`src/fcs_pkg.sv`:
```
// package: command codes, field positions, reset values and timing counts
package fcs_pkg;
  localparam logic [7:0] FCS_OP_MASK        = 8'h1f;
  localparam logic [7:0] FCS_OP_FORMAT      = 8'h0d;
  localparam logic [7:0] FCS_OP_RECAL       = 8'h07;
  localparam logic [7:0] FCS_OP_SENSE_INT   = 8'h08;
  localparam logic [7:0] FCS_OP_SPECIFY     = 8'h03;
  localparam logic [7:0] FCS_OP_SEEK        = 8'h0f;
  localparam logic [7:0] FCS_OP_CONFIGURE   = 8'h13;
  localparam logic [7:0] FCS_OP_DUMPREG     = 8'h0e;
  localparam logic [7:0] FCS_OP_PERP        = 8'h12;
  localparam logic [7:0] FCS_OP_LOCK        = 8'h14;
  localparam logic [7:0] FCS_OP_SENSE_DRIVE = 8'h04;
  localparam logic [7:0] FCS_INVALID_ST0    = 8'h80;
  localparam logic [7:0] FCS_SEEK_END_ST0   = 8'h20;
  localparam int FCS_DENSITY_BIT  = 6;
  localparam int FCS_RELSEEK_BIT  = 7;
  localparam int FCS_DIR_BIT      = 6;
  localparam int FCS_LOCK_BIT     = 7;
  localparam int FCS_LOCK_RES_BIT = 4;
  localparam int FCS_HEAD_BIT     = 2;
  localparam int FCS_FORMAT_PARAMS = 5;
  localparam int FCS_FORMAT_ID_BYTES = 4;
  localparam int FCS_FORMAT_RESULTS = 7;
  localparam int FCS_DUMP_RESULTS = 10;
  localparam logic [7:0] FCS_SPECIFY_RST  = 8'h00;
  localparam logic [7:0] FCS_CONFIG_RST   = 8'h20;
  localparam logic [7:0] FCS_PRECOMP_START_TRACK_RST   = 8'h00;
  localparam logic [7:0] FCS_PERP_RST     = 8'h00;
  // step pulse spacing per unit of the step rate field
  localparam int FCS_CLK_MHZ       = 50;
  localparam int FCS_STEP_UNIT_US  = 1;
  localparam int FCS_STEP_UNIT_CYC = FCS_STEP_UNIT_US * FCS_CLK_MHZ;
endpackage : fcs_pkg

```
`src/fcs_head_if.sv`:
```
// interface: head positioning request and completion between modules
`timescale 1ns/1ns
`default_nettype none
interface fcs_head_if;
  logic       go;
  logic [1:0] drive;
  logic [7:0] target;
  logic       to_zero;
  logic [3:0] rate;
  logic       busy;
  logic       done;
  logic [7:0] cyl [4];
  logic       step;
  logic       dir_in;
  modport ctl (output go, drive, target, to_zero, rate,
               input busy, done, cyl, step, dir_in);
  modport mover (input go, drive, target, to_zero, rate,
                 output busy, done, cyl, step, dir_in);
endinterface : fcs_head_if
`default_nettype wire

```
`src/fcs_cmd.sv`:
```
// command interpreter: parameter collection, execution and result bytes
`timescale 1ns/1ns
`default_nettype none
// Overview of operation
// format: density bit 6, five params, four id bytes per sector, seven results
// recalibrate steps selected drive to cylinder 0, then interrupts, no result
// sense interrupt returns status zero then present cylinder after seeks
// seek takes drive byte and target cylinder, moves head, no result
// relative seek: bit 7 set, bit 6 direction, third byte is step count
// configure stores implied seek, fifo, polling, threshold and precomp track
// dump registers returns ten bytes in fixed order
// perpendicular byte: overwrite bit 7, drive enables 5..2, gap and gate stored
// lock value from command bit 7 returned alone in result bit 4
// sense drive status takes drive byte, returns status byte three
// undefined codes do nothing and return status zero of 80 hex
// specify stores step/unload byte and load/non-dma byte, no result
module fcs_cmd (
  input  wire logic       core_clk,
  input  wire logic       rst,
  input  wire logic       cmd_valid,
  input  wire logic [7:0] cmd_byte,
  input  wire logic       res_take,
  input  wire logic       track0,
  input  wire logic       write_protect,
  input  wire logic       two_sided,
  output logic            res_valid,
  output logic      [7:0] res_byte,
  output logic            cmd_busy,
  output logic            fdc_int,
  output logic            drive_pick_low,
  output logic            drive_pick_high,
  output logic            head_side_select,
  output logic            step_pulse,
  output logic            step_dir_in,
  output logic            density_mfm,
  output logic            implied_seek_enable,
  output logic            fifo_disable_flag,
  output logic            poll_disable,
  output logic      [3:0] fifo_threshold,
  output logic      [7:0] precomp_start_track,
  output logic      [7:0] perp_mode,
  output logic      [7:0] sectors_per_track,
  output logic      [7:0] gap_length
);
  import fcs_pkg::*;
  typedef enum logic [2:0] {FCS_IDLE, FCS_PARAM, FCS_EXEC,
                            FCS_RESULT} fcs_st_e;
  fcs_head_if hif();
  fcs_head_mover u_mover (
    .core_clk (core_clk),
    .rst      (rst),
    .track0   (track0),
    .hif      (hif)
  );

  fcs_st_e    st_q, st_d;
  logic [7:0] op_q, op_d, cnt_q, cnt_d, need_q, need_d;
  logic [7:0] drv_q, drv_d;
  logic [7:0] spec1_q, spec1_d, spec2_q, spec2_d, cfg_q, cfg_d;
  logic [7:0] pre_q, pre_d, perp_q, perp_d, sc_q, sc_d, gpl_q, gpl_d;
  logic       lock_q, lock_d, dens_q, dens_d, int_q, int_d;
  logic       seekend_q, seekend_d, rv_q, rv_d, busy_q, busy_d;
  logic [7:0] rb_q, rb_d, st0_q, st0_d;
  logic [1:0] pend_q, pend_d;
  logic       go_d, go_q, zero_q, zero_d;
  logic [7:0] tgt_q, tgt_d;

  // count of bytes after the code byte that each command carries
  function automatic logic [7:0] param_count(input logic [7:0] c);
    if (c[FCS_RELSEEK_BIT] && (c & FCS_OP_MASK) == FCS_OP_SEEK)
      return 8'd2;
    unique case (c & FCS_OP_MASK)
      FCS_OP_FORMAT:      return 8'(FCS_FORMAT_PARAMS);
      FCS_OP_RECAL:       return 8'd1;
      FCS_OP_SPECIFY:     return 8'd2;
      FCS_OP_SEEK:        return 8'd2;
      FCS_OP_CONFIGURE:   return 8'd3;
      FCS_OP_PERP:        return 8'd1;
      FCS_OP_SENSE_DRIVE: return 8'd1;
      default:            return 8'd0;
    endcase
  endfunction : param_count

  function automatic logic valid_op(input logic [7:0] c);
    logic [7:0] k;
    k = c & FCS_OP_MASK;
    if (c == FCS_OP_SENSE_INT || c == FCS_OP_DUMPREG || c == FCS_OP_RECAL
        || c == FCS_OP_SPECIFY || c == FCS_OP_CONFIGURE || c == FCS_OP_PERP
        || c == FCS_OP_SENSE_DRIVE || c == FCS_OP_SEEK) return 1'b1;
    if (k == FCS_OP_FORMAT && (c & 8'hb0) == 8'h00) return 1'b1;
    if (k == FCS_OP_SEEK && c[FCS_RELSEEK_BIT] && !c[5] && !c[4]) return 1'b1;
    if (k == FCS_OP_LOCK && (c & 8'h7f) == FCS_OP_LOCK) return 1'b1;
    return 1'b0;
  endfunction : valid_op

  always_comb begin
    st_d = st_q; op_d = op_q; cnt_d = cnt_q; need_d = need_q;
    drv_d = drv_q; spec1_d = spec1_q; spec2_d = spec2_q;
    cfg_d = cfg_q; pre_d = pre_q; perp_d = perp_q; sc_d = sc_q;
    gpl_d = gpl_q; lock_d = lock_q; dens_d = dens_q; int_d = int_q;
    seekend_d = seekend_q; rv_d = rv_q; rb_d = rb_q; st0_d = st0_q;
    pend_d = pend_q; go_d = 1'b0; zero_d = zero_q; tgt_d = tgt_q;
    busy_d = (st_q != FCS_IDLE);
    unique case (st_q)
      FCS_IDLE: if (cmd_valid && !hif.busy) begin
        op_d = cmd_byte; cnt_d = 8'h00;
        if (!valid_op(cmd_byte)) begin
          st_d = FCS_RESULT; need_d = 8'd1;
        end else if (param_count(cmd_byte) != 8'h00) begin
          st_d = FCS_PARAM; need_d = param_count(cmd_byte);
          if ((cmd_byte & FCS_OP_MASK) == FCS_OP_FORMAT)
            dens_d = cmd_byte[FCS_DENSITY_BIT];
        end else if (cmd_byte == FCS_OP_SENSE_INT) begin
          st_d = FCS_RESULT; need_d = seekend_q ? 8'd2 : 8'd1;
          if (!seekend_q) op_d = 8'h00;
        end else if (cmd_byte == FCS_OP_DUMPREG) begin
          st_d = FCS_RESULT; need_d = 8'(FCS_DUMP_RESULTS);
        end else begin
          lock_d = cmd_byte[FCS_LOCK_BIT];
          st_d = FCS_RESULT; need_d = 8'd1;
        end
      end
      FCS_PARAM: if (cmd_valid) begin
        cnt_d = cnt_q + 8'h01;
        // only drive-bearing commands move the select pins
        unique case (op_q & FCS_OP_MASK)
          FCS_OP_SPECIFY: if (cnt_q == 8'h00) spec1_d = cmd_byte;
                          else spec2_d = cmd_byte;
          FCS_OP_CONFIGURE: if (cnt_q == 8'h01) cfg_d = cmd_byte & 8'h7f;
                            else if (cnt_q == 8'h02) pre_d = cmd_byte;
          FCS_OP_PERP: perp_d = {cmd_byte[7], 1'b0, cmd_byte[5:0]};
          FCS_OP_FORMAT: begin
            if (cnt_q == 8'h00) drv_d = cmd_byte;
            if (cnt_q == 8'h02) sc_d = cmd_byte;
            if (cnt_q == 8'h03) gpl_d = cmd_byte;
          end
          default: if (cnt_q == 8'h00) drv_d = cmd_byte;
        endcase
        if (cnt_d == need_q) begin
          cnt_d = 8'h00;
          unique case (op_q & FCS_OP_MASK)
            FCS_OP_RECAL, FCS_OP_SEEK: begin
              st_d = FCS_EXEC; go_d = 1'b1; seekend_d = 1'b0;
              zero_d = (op_q == FCS_OP_RECAL);
              tgt_d = cmd_byte;
              if (op_q[FCS_RELSEEK_BIT])
                tgt_d = op_q[FCS_DIR_BIT] ?
                  hif.cyl[drv_q[1:0]] + cmd_byte :
                  hif.cyl[drv_q[1:0]] - cmd_byte;
            end
            FCS_OP_FORMAT: begin
              st_d = FCS_EXEC; need_d = 8'(FCS_FORMAT_ID_BYTES) * sc_q;
            end
            FCS_OP_SENSE_DRIVE: begin
              st_d = FCS_RESULT; need_d = 8'd1;
            end
            default: st_d = FCS_IDLE;
          endcase
        end
      end
      FCS_EXEC: begin
        if ((op_q & FCS_OP_MASK) == FCS_OP_FORMAT) begin
          // id bytes are taken but no media is written here
          if (need_q == 8'h00) begin
            st_d = FCS_RESULT; need_d = 8'(FCS_FORMAT_RESULTS);
            cnt_d = 8'h00; int_d = 1'b1;
          end else if (cmd_valid) need_d = need_q - 8'h01;
        end else if (!go_q && !hif.busy) st_d = FCS_IDLE;
      end
      FCS_RESULT: begin
        if (!rv_q) begin
          rv_d = 1'b1;
          rb_d = 8'h00;
          if (!valid_op(op_q)) rb_d = FCS_INVALID_ST0;
          else unique case (op_q & FCS_OP_MASK)
            FCS_OP_SENSE_INT: begin
              rb_d = (cnt_q == 8'h00) ? st0_q : hif.cyl[pend_q];
              if (need_q == 8'd1) rb_d = FCS_INVALID_ST0;
            end
            FCS_OP_DUMPREG: unique case (cnt_q)
              8'd0, 8'd1, 8'd2, 8'd3: rb_d = hif.cyl[cnt_q[1:0]];
              8'd4: rb_d = spec1_q;
              8'd5: rb_d = spec2_q;
              8'd6: rb_d = sc_q;
              8'd7: rb_d = {lock_q, perp_q[6:0]};
              8'd8: rb_d = cfg_q;
              default: rb_d = pre_q;
            endcase
            FCS_OP_LOCK: rb_d[FCS_LOCK_RES_BIT] = lock_q;
            FCS_OP_SENSE_DRIVE: rb_d = {1'b0, write_protect, 1'b1, track0,
                                  two_sided, drv_q[2:0]};
            FCS_OP_FORMAT: if (cnt_q == 8'h00)
                             rb_d = {5'h00, drv_q[2:0]};
            default: rb_d = 8'h00;
          endcase
        end else if (res_take) begin
          rv_d = 1'b0; cnt_d = cnt_q + 8'h01;
          if (op_q == FCS_OP_SENSE_INT) begin
            int_d = 1'b0; seekend_d = 1'b0;
          end
          if (cnt_d == need_q) st_d = FCS_IDLE;
        end
      end
      default: st_d = FCS_IDLE;
    endcase
    // seek completion is applied last so it wins over a same-cycle clear
    if (hif.done) begin
      int_d = 1'b1;
      seekend_d = 1'b1;
      st0_d = FCS_SEEK_END_ST0 | {6'h00, hif.drive};
      pend_d = hif.drive;
    end
  end

  always_ff @(posedge core_clk or posedge rst) begin
    if (rst) begin
      st_q <= FCS_IDLE; op_q <= 8'h00; cnt_q <= 8'h00; need_q <= 8'h00;
      drv_q <= 8'h00; spec1_q <= FCS_SPECIFY_RST;
      spec2_q <= FCS_SPECIFY_RST; cfg_q <= FCS_CONFIG_RST;
      pre_q <= FCS_PRECOMP_START_TRACK_RST; perp_q <= FCS_PERP_RST; sc_q <= 8'h00;
      gpl_q <= 8'h00; lock_q <= 1'b0; dens_q <= 1'b0; int_q <= 1'b0;
      seekend_q <= 1'b0; rv_q <= 1'b0; rb_q <= 8'h00; st0_q <= 8'h00;
      pend_q <= 2'h0; go_q <= 1'b0; zero_q <= 1'b0; tgt_q <= 8'h00;
      busy_q <= 1'b0;
    end else begin
      st_q <= st_d; op_q <= op_d; cnt_q <= cnt_d; need_q <= need_d;
      drv_q <= drv_d; spec1_q <= spec1_d;
      spec2_q <= spec2_d; cfg_q <= cfg_d; pre_q <= pre_d;
      perp_q <= perp_d; sc_q <= sc_d; gpl_q <= gpl_d; lock_q <= lock_d;
      dens_q <= dens_d; int_q <= int_d; seekend_q <= seekend_d;
      rv_q <= rv_d; rb_q <= rb_d; st0_q <= st0_d; pend_q <= pend_d;
      go_q <= go_d; zero_q <= zero_d; tgt_q <= tgt_d; busy_q <= busy_d;
    end
  end

  assign hif.go      = go_q;
  assign hif.drive   = drv_q[1:0];
  assign hif.target  = tgt_q;
  assign hif.to_zero = zero_q;
  assign hif.rate    = spec1_q[7:4];

  assign res_valid           = rv_q;
  assign res_byte            = rb_q;
  assign cmd_busy            = busy_q;
  assign fdc_int             = int_q;
  assign drive_pick_low      = drv_q[0];
  assign drive_pick_high     = drv_q[1];
  assign head_side_select    = drv_q[FCS_HEAD_BIT];
  assign step_pulse          = hif.step;
  assign step_dir_in         = hif.dir_in;
  assign density_mfm         = dens_q;
  assign implied_seek_enable = cfg_q[6];
  assign fifo_disable_flag   = cfg_q[5];
  assign poll_disable        = cfg_q[4];
  assign fifo_threshold      = cfg_q[3:0];
  assign precomp_start_track = pre_q;
  assign perp_mode           = perp_q;
  assign sectors_per_track   = sc_q;
  assign gap_length          = gpl_q;
endmodule : fcs_cmd
`default_nettype wire

```
`src/fcs_head_mover.sv`:
```
// head mover: steps a drive's head to a target cylinder
`timescale 1ns/1ns
`default_nettype none
module fcs_head_mover (
  input  wire logic core_clk,
  input  wire logic rst,
  input  wire logic track0,
  fcs_head_if.mover hif
);
  import fcs_pkg::*;
  typedef enum logic [1:0] {FCS_H_IDLE, FCS_H_WAIT, FCS_H_PULSE} fcs_h_e;
  fcs_h_e     st_q, st_d;
  logic [1:0] drv_q, drv_d;
  logic [7:0] tgt_q, tgt_d;
  logic       zero_q, zero_d;
  logic [11:0] cnt_q, cnt_d;
  logic [7:0] cyl_q [4];
  logic [7:0] cyl_d [4];
  logic       done_q, done_d, step_q, step_d, dir_q, dir_d;
  logic       arrived;

  always_comb begin
    arrived = zero_q ? track0 : (cyl_q[drv_q] == tgt_q);
    st_d = st_q; drv_d = drv_q; tgt_d = tgt_q; zero_d = zero_q;
    cnt_d = cnt_q; cyl_d = cyl_q; done_d = 1'b0; step_d = 1'b0;
    dir_d = dir_q;
    unique case (st_q)
      FCS_H_IDLE: if (hif.go) begin
        st_d = FCS_H_WAIT; drv_d = hif.drive; tgt_d = hif.target;
        zero_d = hif.to_zero; cnt_d = 12'h000;
      end
      FCS_H_WAIT: begin
        if (arrived) begin
          st_d = FCS_H_IDLE;
          done_d = 1'b1;
          if (zero_q) cyl_d[drv_q] = 8'h00;
        end else if (cnt_q >= 12'(FCS_STEP_UNIT_CYC * (16 - hif.rate))) begin
          st_d = FCS_H_PULSE;
          dir_d = !zero_q && (tgt_q > cyl_q[drv_q]);
        end else cnt_d = cnt_q + 12'h001;
      end
      FCS_H_PULSE: begin
        step_d = 1'b1; cnt_d = 12'h000; st_d = FCS_H_WAIT;
        if (dir_q) cyl_d[drv_q] = cyl_q[drv_q] + 8'h01;
        else if (cyl_q[drv_q] != 8'h00) cyl_d[drv_q] = cyl_q[drv_q] - 8'h01;
      end
      default: st_d = FCS_H_IDLE;
    endcase
  end

  always_ff @(posedge core_clk or posedge rst) begin
    if (rst) begin
      st_q <= FCS_H_IDLE; drv_q <= 2'h0; tgt_q <= 8'h00; zero_q <= 1'b0;
      cnt_q <= 12'h000; done_q <= 1'b0; step_q <= 1'b0; dir_q <= 1'b0;
      for (int i = 0; i < 4; i++) cyl_q[i] <= 8'h00;
    end else begin
      st_q <= st_d; drv_q <= drv_d; tgt_q <= tgt_d; zero_q <= zero_d;
      cnt_q <= cnt_d; done_q <= done_d; step_q <= step_d; dir_q <= dir_d;
      cyl_q <= cyl_d;
    end
  end

  assign hif.busy   = (st_q != FCS_H_IDLE);
  assign hif.done   = done_q;
  assign hif.step   = step_q;
  assign hif.dir_in = dir_q;
  assign hif.cyl    = cyl_q;
endmodule : fcs_head_mover
`default_nettype wire

```
`config.mk`:
```
export PLATFORM = sky130hd
export DESIGN_NAME = fcs_cmd
export DESIGN_NICKNAME = d
export VERILOG_FILES = /design/src/fcs_pkg.sv /design/src/fcs_head_if.sv /design/src/fcs_cmd.sv /design/src/fcs_head_mover.sv
export SDC_FILE = /design/constraint.sdc
export NUM_CORES = 1
export LEC_CHECK = 0
export BUFFER_PORTS_ARGS = -buffer_cell sky130_fd_sc_hd__buf_2
export CAP_MARGIN = 20
export CORE_ASPECT_RATIO = 0.7
export CORE_MARGIN = 2
export CORE_UTILIZATION = 30
export CTS_BUF_LIST = sky130_fd_sc_hd__clkbuf_16
export DETAILED_ROUTE_END_ITERATION = 8
export PLACE_DENSITY = 0.46
export REMOVE_ABC_BUFFERS = 1
export SETUP_SLACK_MARGIN = 0.1
export SYNTH_ARGS = -nofsm -noshare
export SYNTH_HDL_FRONTEND = slang
export SYNTH_SLANG_ARGS = --single-unit
```
`constraint.sdc`:
```
create_clock -name core_clk -period 6.1 [get_ports core_clk]
set_input_delay 0 -clock core_clk [delete_from_list [all_inputs] [get_ports core_clk]]
set_output_delay 0 -clock core_clk [all_outputs]
set_load 0.05 [all_outputs]
```
==> impl_metrics.csv <==
group,metric,value,unit
logic_synthesis,yosys_warnings,0,
drt,dr_total_vias,9024,
drt,dr.first_iter.drc_count,825,
clocking,clk_latency,440,ps
timing,period_share,83.1,%
clocking,cts_setup_buffers,0,
clocking,clock_sinks,170,
floorplan,num_rows,58,
timing,finClkSkew,12.8,ps
timing,fmax,197,MHz
floorplan,die_area,38000,um2
clocking,clkTransAtPathRegs,70,ps
timing,worst_pin_slew,1050,ps
drt,post_drt_wl_per_cell,21.5,um
clocking,clock-root-buffer,"clkbuf_16",
drt,wl,35.8,mm
global_routing,grt_overflow,0,
timing,drv_slew,0,
global_routing,antenna_found_initial,0,
place,place.gp.congestion,0.852,
timing,slew_headroom,30.0,%
finish,nFillCells,3692,
timing,holdWs,36.9,ps
finish,antenna_cells_inserted,0,
timing,layout_min_cycle_time,5070,ps
timing,rsz0062_at_grt,"false",
logic_synthesis,synth_seq_area_share,38.9,%
drt,firstDrtPassIters,6,
critical_path,path_class,"reg -> reg",
timing,final.setup.tns,0,ps
logic_synthesis,synth_top_area_share,38.6,%
logic_synthesis,synth_enable_flop_cells,0,
critical_path,start_kind,"flop",
clocking,ctsResizeCount,0,
finish,final_nets,1248,
logic_synthesis,async_flop_share,100,%
place,numPortBuffers,69,
critical_path,crit_path_end_kind,"flop",
timing,hold_viol_final,0,
logic_synthesis,synth.largest_area_cell,"dfrtp_1",
finish,area_growth,12.7,%
clocking,holdBufCountCts,8,
clocking,cts_tree,"built",
logic_synthesis,synth_ff_type,"dfrtp_1",
logic_synthesis,synth_area_leaders,"dfrtp_1 39%, ha_1 6.9%, mux2_2 6.8%, mux4_2 6.2%, nand2_1 5.3%",
floorplan,start_util,30.5,%
clocking,clock_path_buffers,2,
finish,drive_above_1_share,17.9,%
logic_synthesis,ys_ff_latch,170,
power_and_ir_drop,peakVddDrop,0.000162,V
drt,via_per_inst,5.43,
floorplan,pin_count,71,
global_routing,grt_pass1_vias,8503,
clocking,cts_buffers,17,
logic_synthesis,syn_area,10900,um2
floorplan,core_area,35900,um2
global_routing,grt_util_all_layers,19.4,%
status,status,"finished clean",
floorplan,die_height,164,um
logic_synthesis,yosysUniqueCellTypes,73,
critical_path,worstPathArrival,5430,ps
drt,ant_nets,0,
logic_synthesis,synthCells,1136,
global_routing,grt_max_degree,102,
power_and_ir_drop,p_leak,5.45,nW
drt,route.detailed.drc,0,
global_routing,grt_first_pass_wirelength,54.5,mm
flow_run,max_cap_violations,0,
timing,setup_viol,0,
floorplan,fp.dieW,232,um
logic_synthesis,avgSynthCellArea,9.63,um2
logic_synthesis,yosysMostFrequentCell,"dfrtp_1",
critical_path,crit_fanout,24,
clocking,htree_levels,4,
min_path,hold_class,"in -> reg",
critical_path,worstPathRequired,6470,ps
place,hpwlAfterDp,26.8,mm
logic_synthesis,synth_commonest_cells,"169 x dfrtp_1, 154 x nand2_1, 81 x o21ai_0",
power_and_ir_drop,p_per_area,193,nW/um2
## worst max-delay path, cell delays in order (launching register included)
cell,delay [ps]
dfrtp_1,480
inv_1,120
ha_1,180
nor3b_1,510
ha_1,340
ha_1,300
ha_1,290
ha_1,340
a31oi_1,260
xor2_1,180
ha_1,270
a21o_1,160
a21o_1,160
a21oi_1,170
nand2_1,70
o21a_1,430
or4_1,590
a21oi_1,150
## cell type report
class                      count  area, um2  share of cell area (%)
multi-input combinational    857       6260                    50.7
timing repair buffer          81        455                    3.69
inverter                      44        173                    1.40
sequential                   170       4260                    34.5
clock buffer                  17        425                    3.45
clock inverter                13        164                    1.33
tap                          480        601                    4.87
## layout by cell type (no fill, tap or decap), types with 19 or more instances in the layout
cell / n
nor3_1: 21
ha_1: 60
inv_1: 45
mux2_2: 66
nand4_1: 19
buf_2: 69
nand3_1: 19
mux4_2: 30
nand2_1: 154
o21ai_0: 81
dfrtp_1: 169
a22oi_1: 21
xnor2_1: 28
a21oi_1: 68
nor2_1: 58
## through the flow
step | instances | util, % | cell area (um2) | worst slack (ps) | total power, W
floorplan | 1071 | - | 10700 | 1500 | 0.00121
global placement | 1624 | 32.5 | 11700 | 1120 | 0.00126
detailed placement | 1624 | 32.5 | 11700 | 1010 | 0.00126
CTS | 1662 | 34.3 | 12300 | 992 | 0.00241
global route | 1662 | 34.3 | 12300 | 644 | 0.00248
finish | 1662 | 34.3 | 12300 | 1030 | 0.00238
## worst paths after layout
kind	start	end	slack, ps	depth (start not counted)
max	spec1_q[4]$_DFFE_PP0P_	u_mover.cnt_q[9]$_DFFE_PP0P_	1030	17
min	cmd_byte[4]	op_q[4]$_DFFE_PP0P_	40	3
max reg2reg	spec1_q[4]$_DFFE_PP0P_	u_mover.cnt_q[9]$_DFFE_PP0P_	1030	17
min reg2reg	res_byte[5]$_DFFE_PP0P_	res_byte[5]$_DFFE_PP0P_	460	2
max in group asynchronous	rst	op_q[0]$_DFFE_PP0P_	4450	4
min in group asynchronous	rst	u_mover.cnt_q[8]$_DFFE_PP0P_	200	3
## logic make-up (layout without fill, tap and decap cells)
group,after synthesis,count (layout),share of synthesized area [%]
AOI/OAI and AO/OA,263,263,15.1
xor gates and xnor gates,42,42,3.36
adders and majority gates,62,62,7.23
buffers and inverters,109,155,3.94
DFF,170,170,38.9
muxes,113,113,14.5
other,1,1,0.0343
and+or+nand+nor,376,376,16.9
## metal layers
layer / GRT usage, % / wire length [um] / vias up
met5: 0 / 0 / -
met4: 3.41 / 306 / 0
met3: 5.33 / 2820 / 21
met2: 26.0 / 14400 / 254
met1: 30.5 / 18300 / 4567
li1: - / - / 4182
## registers in the layout, indices dropped and copies added, names as in the netlist, 3 cells and up
name                 cells
cfg_q                    7
res_byte                 8
spec1_q                  8
u_mover.hif.cyl         32
drv_q                    3
need_q                   8
perp_mode                7
u_mover.tgt_q            8
cnt_q                    8
u_mover.cnt_q           12
op_q                     8
hif.target               8
sectors_per_track        8
precomp_start_track      8
spec2_q                  8
gap_length               8
## power by group
group	total (W)	leakage (nW)	switching [W]	internal, W
logic	0.000105	2.93	0.0000755	0.0000298
clock network	0.00114	0.303	0.000473	0.000672
registers	0.00113	2.21	0.00000333	0.00113
total	0.00238	5.45	0.000551	0.00183
Power figures use the tool's default switching activity.
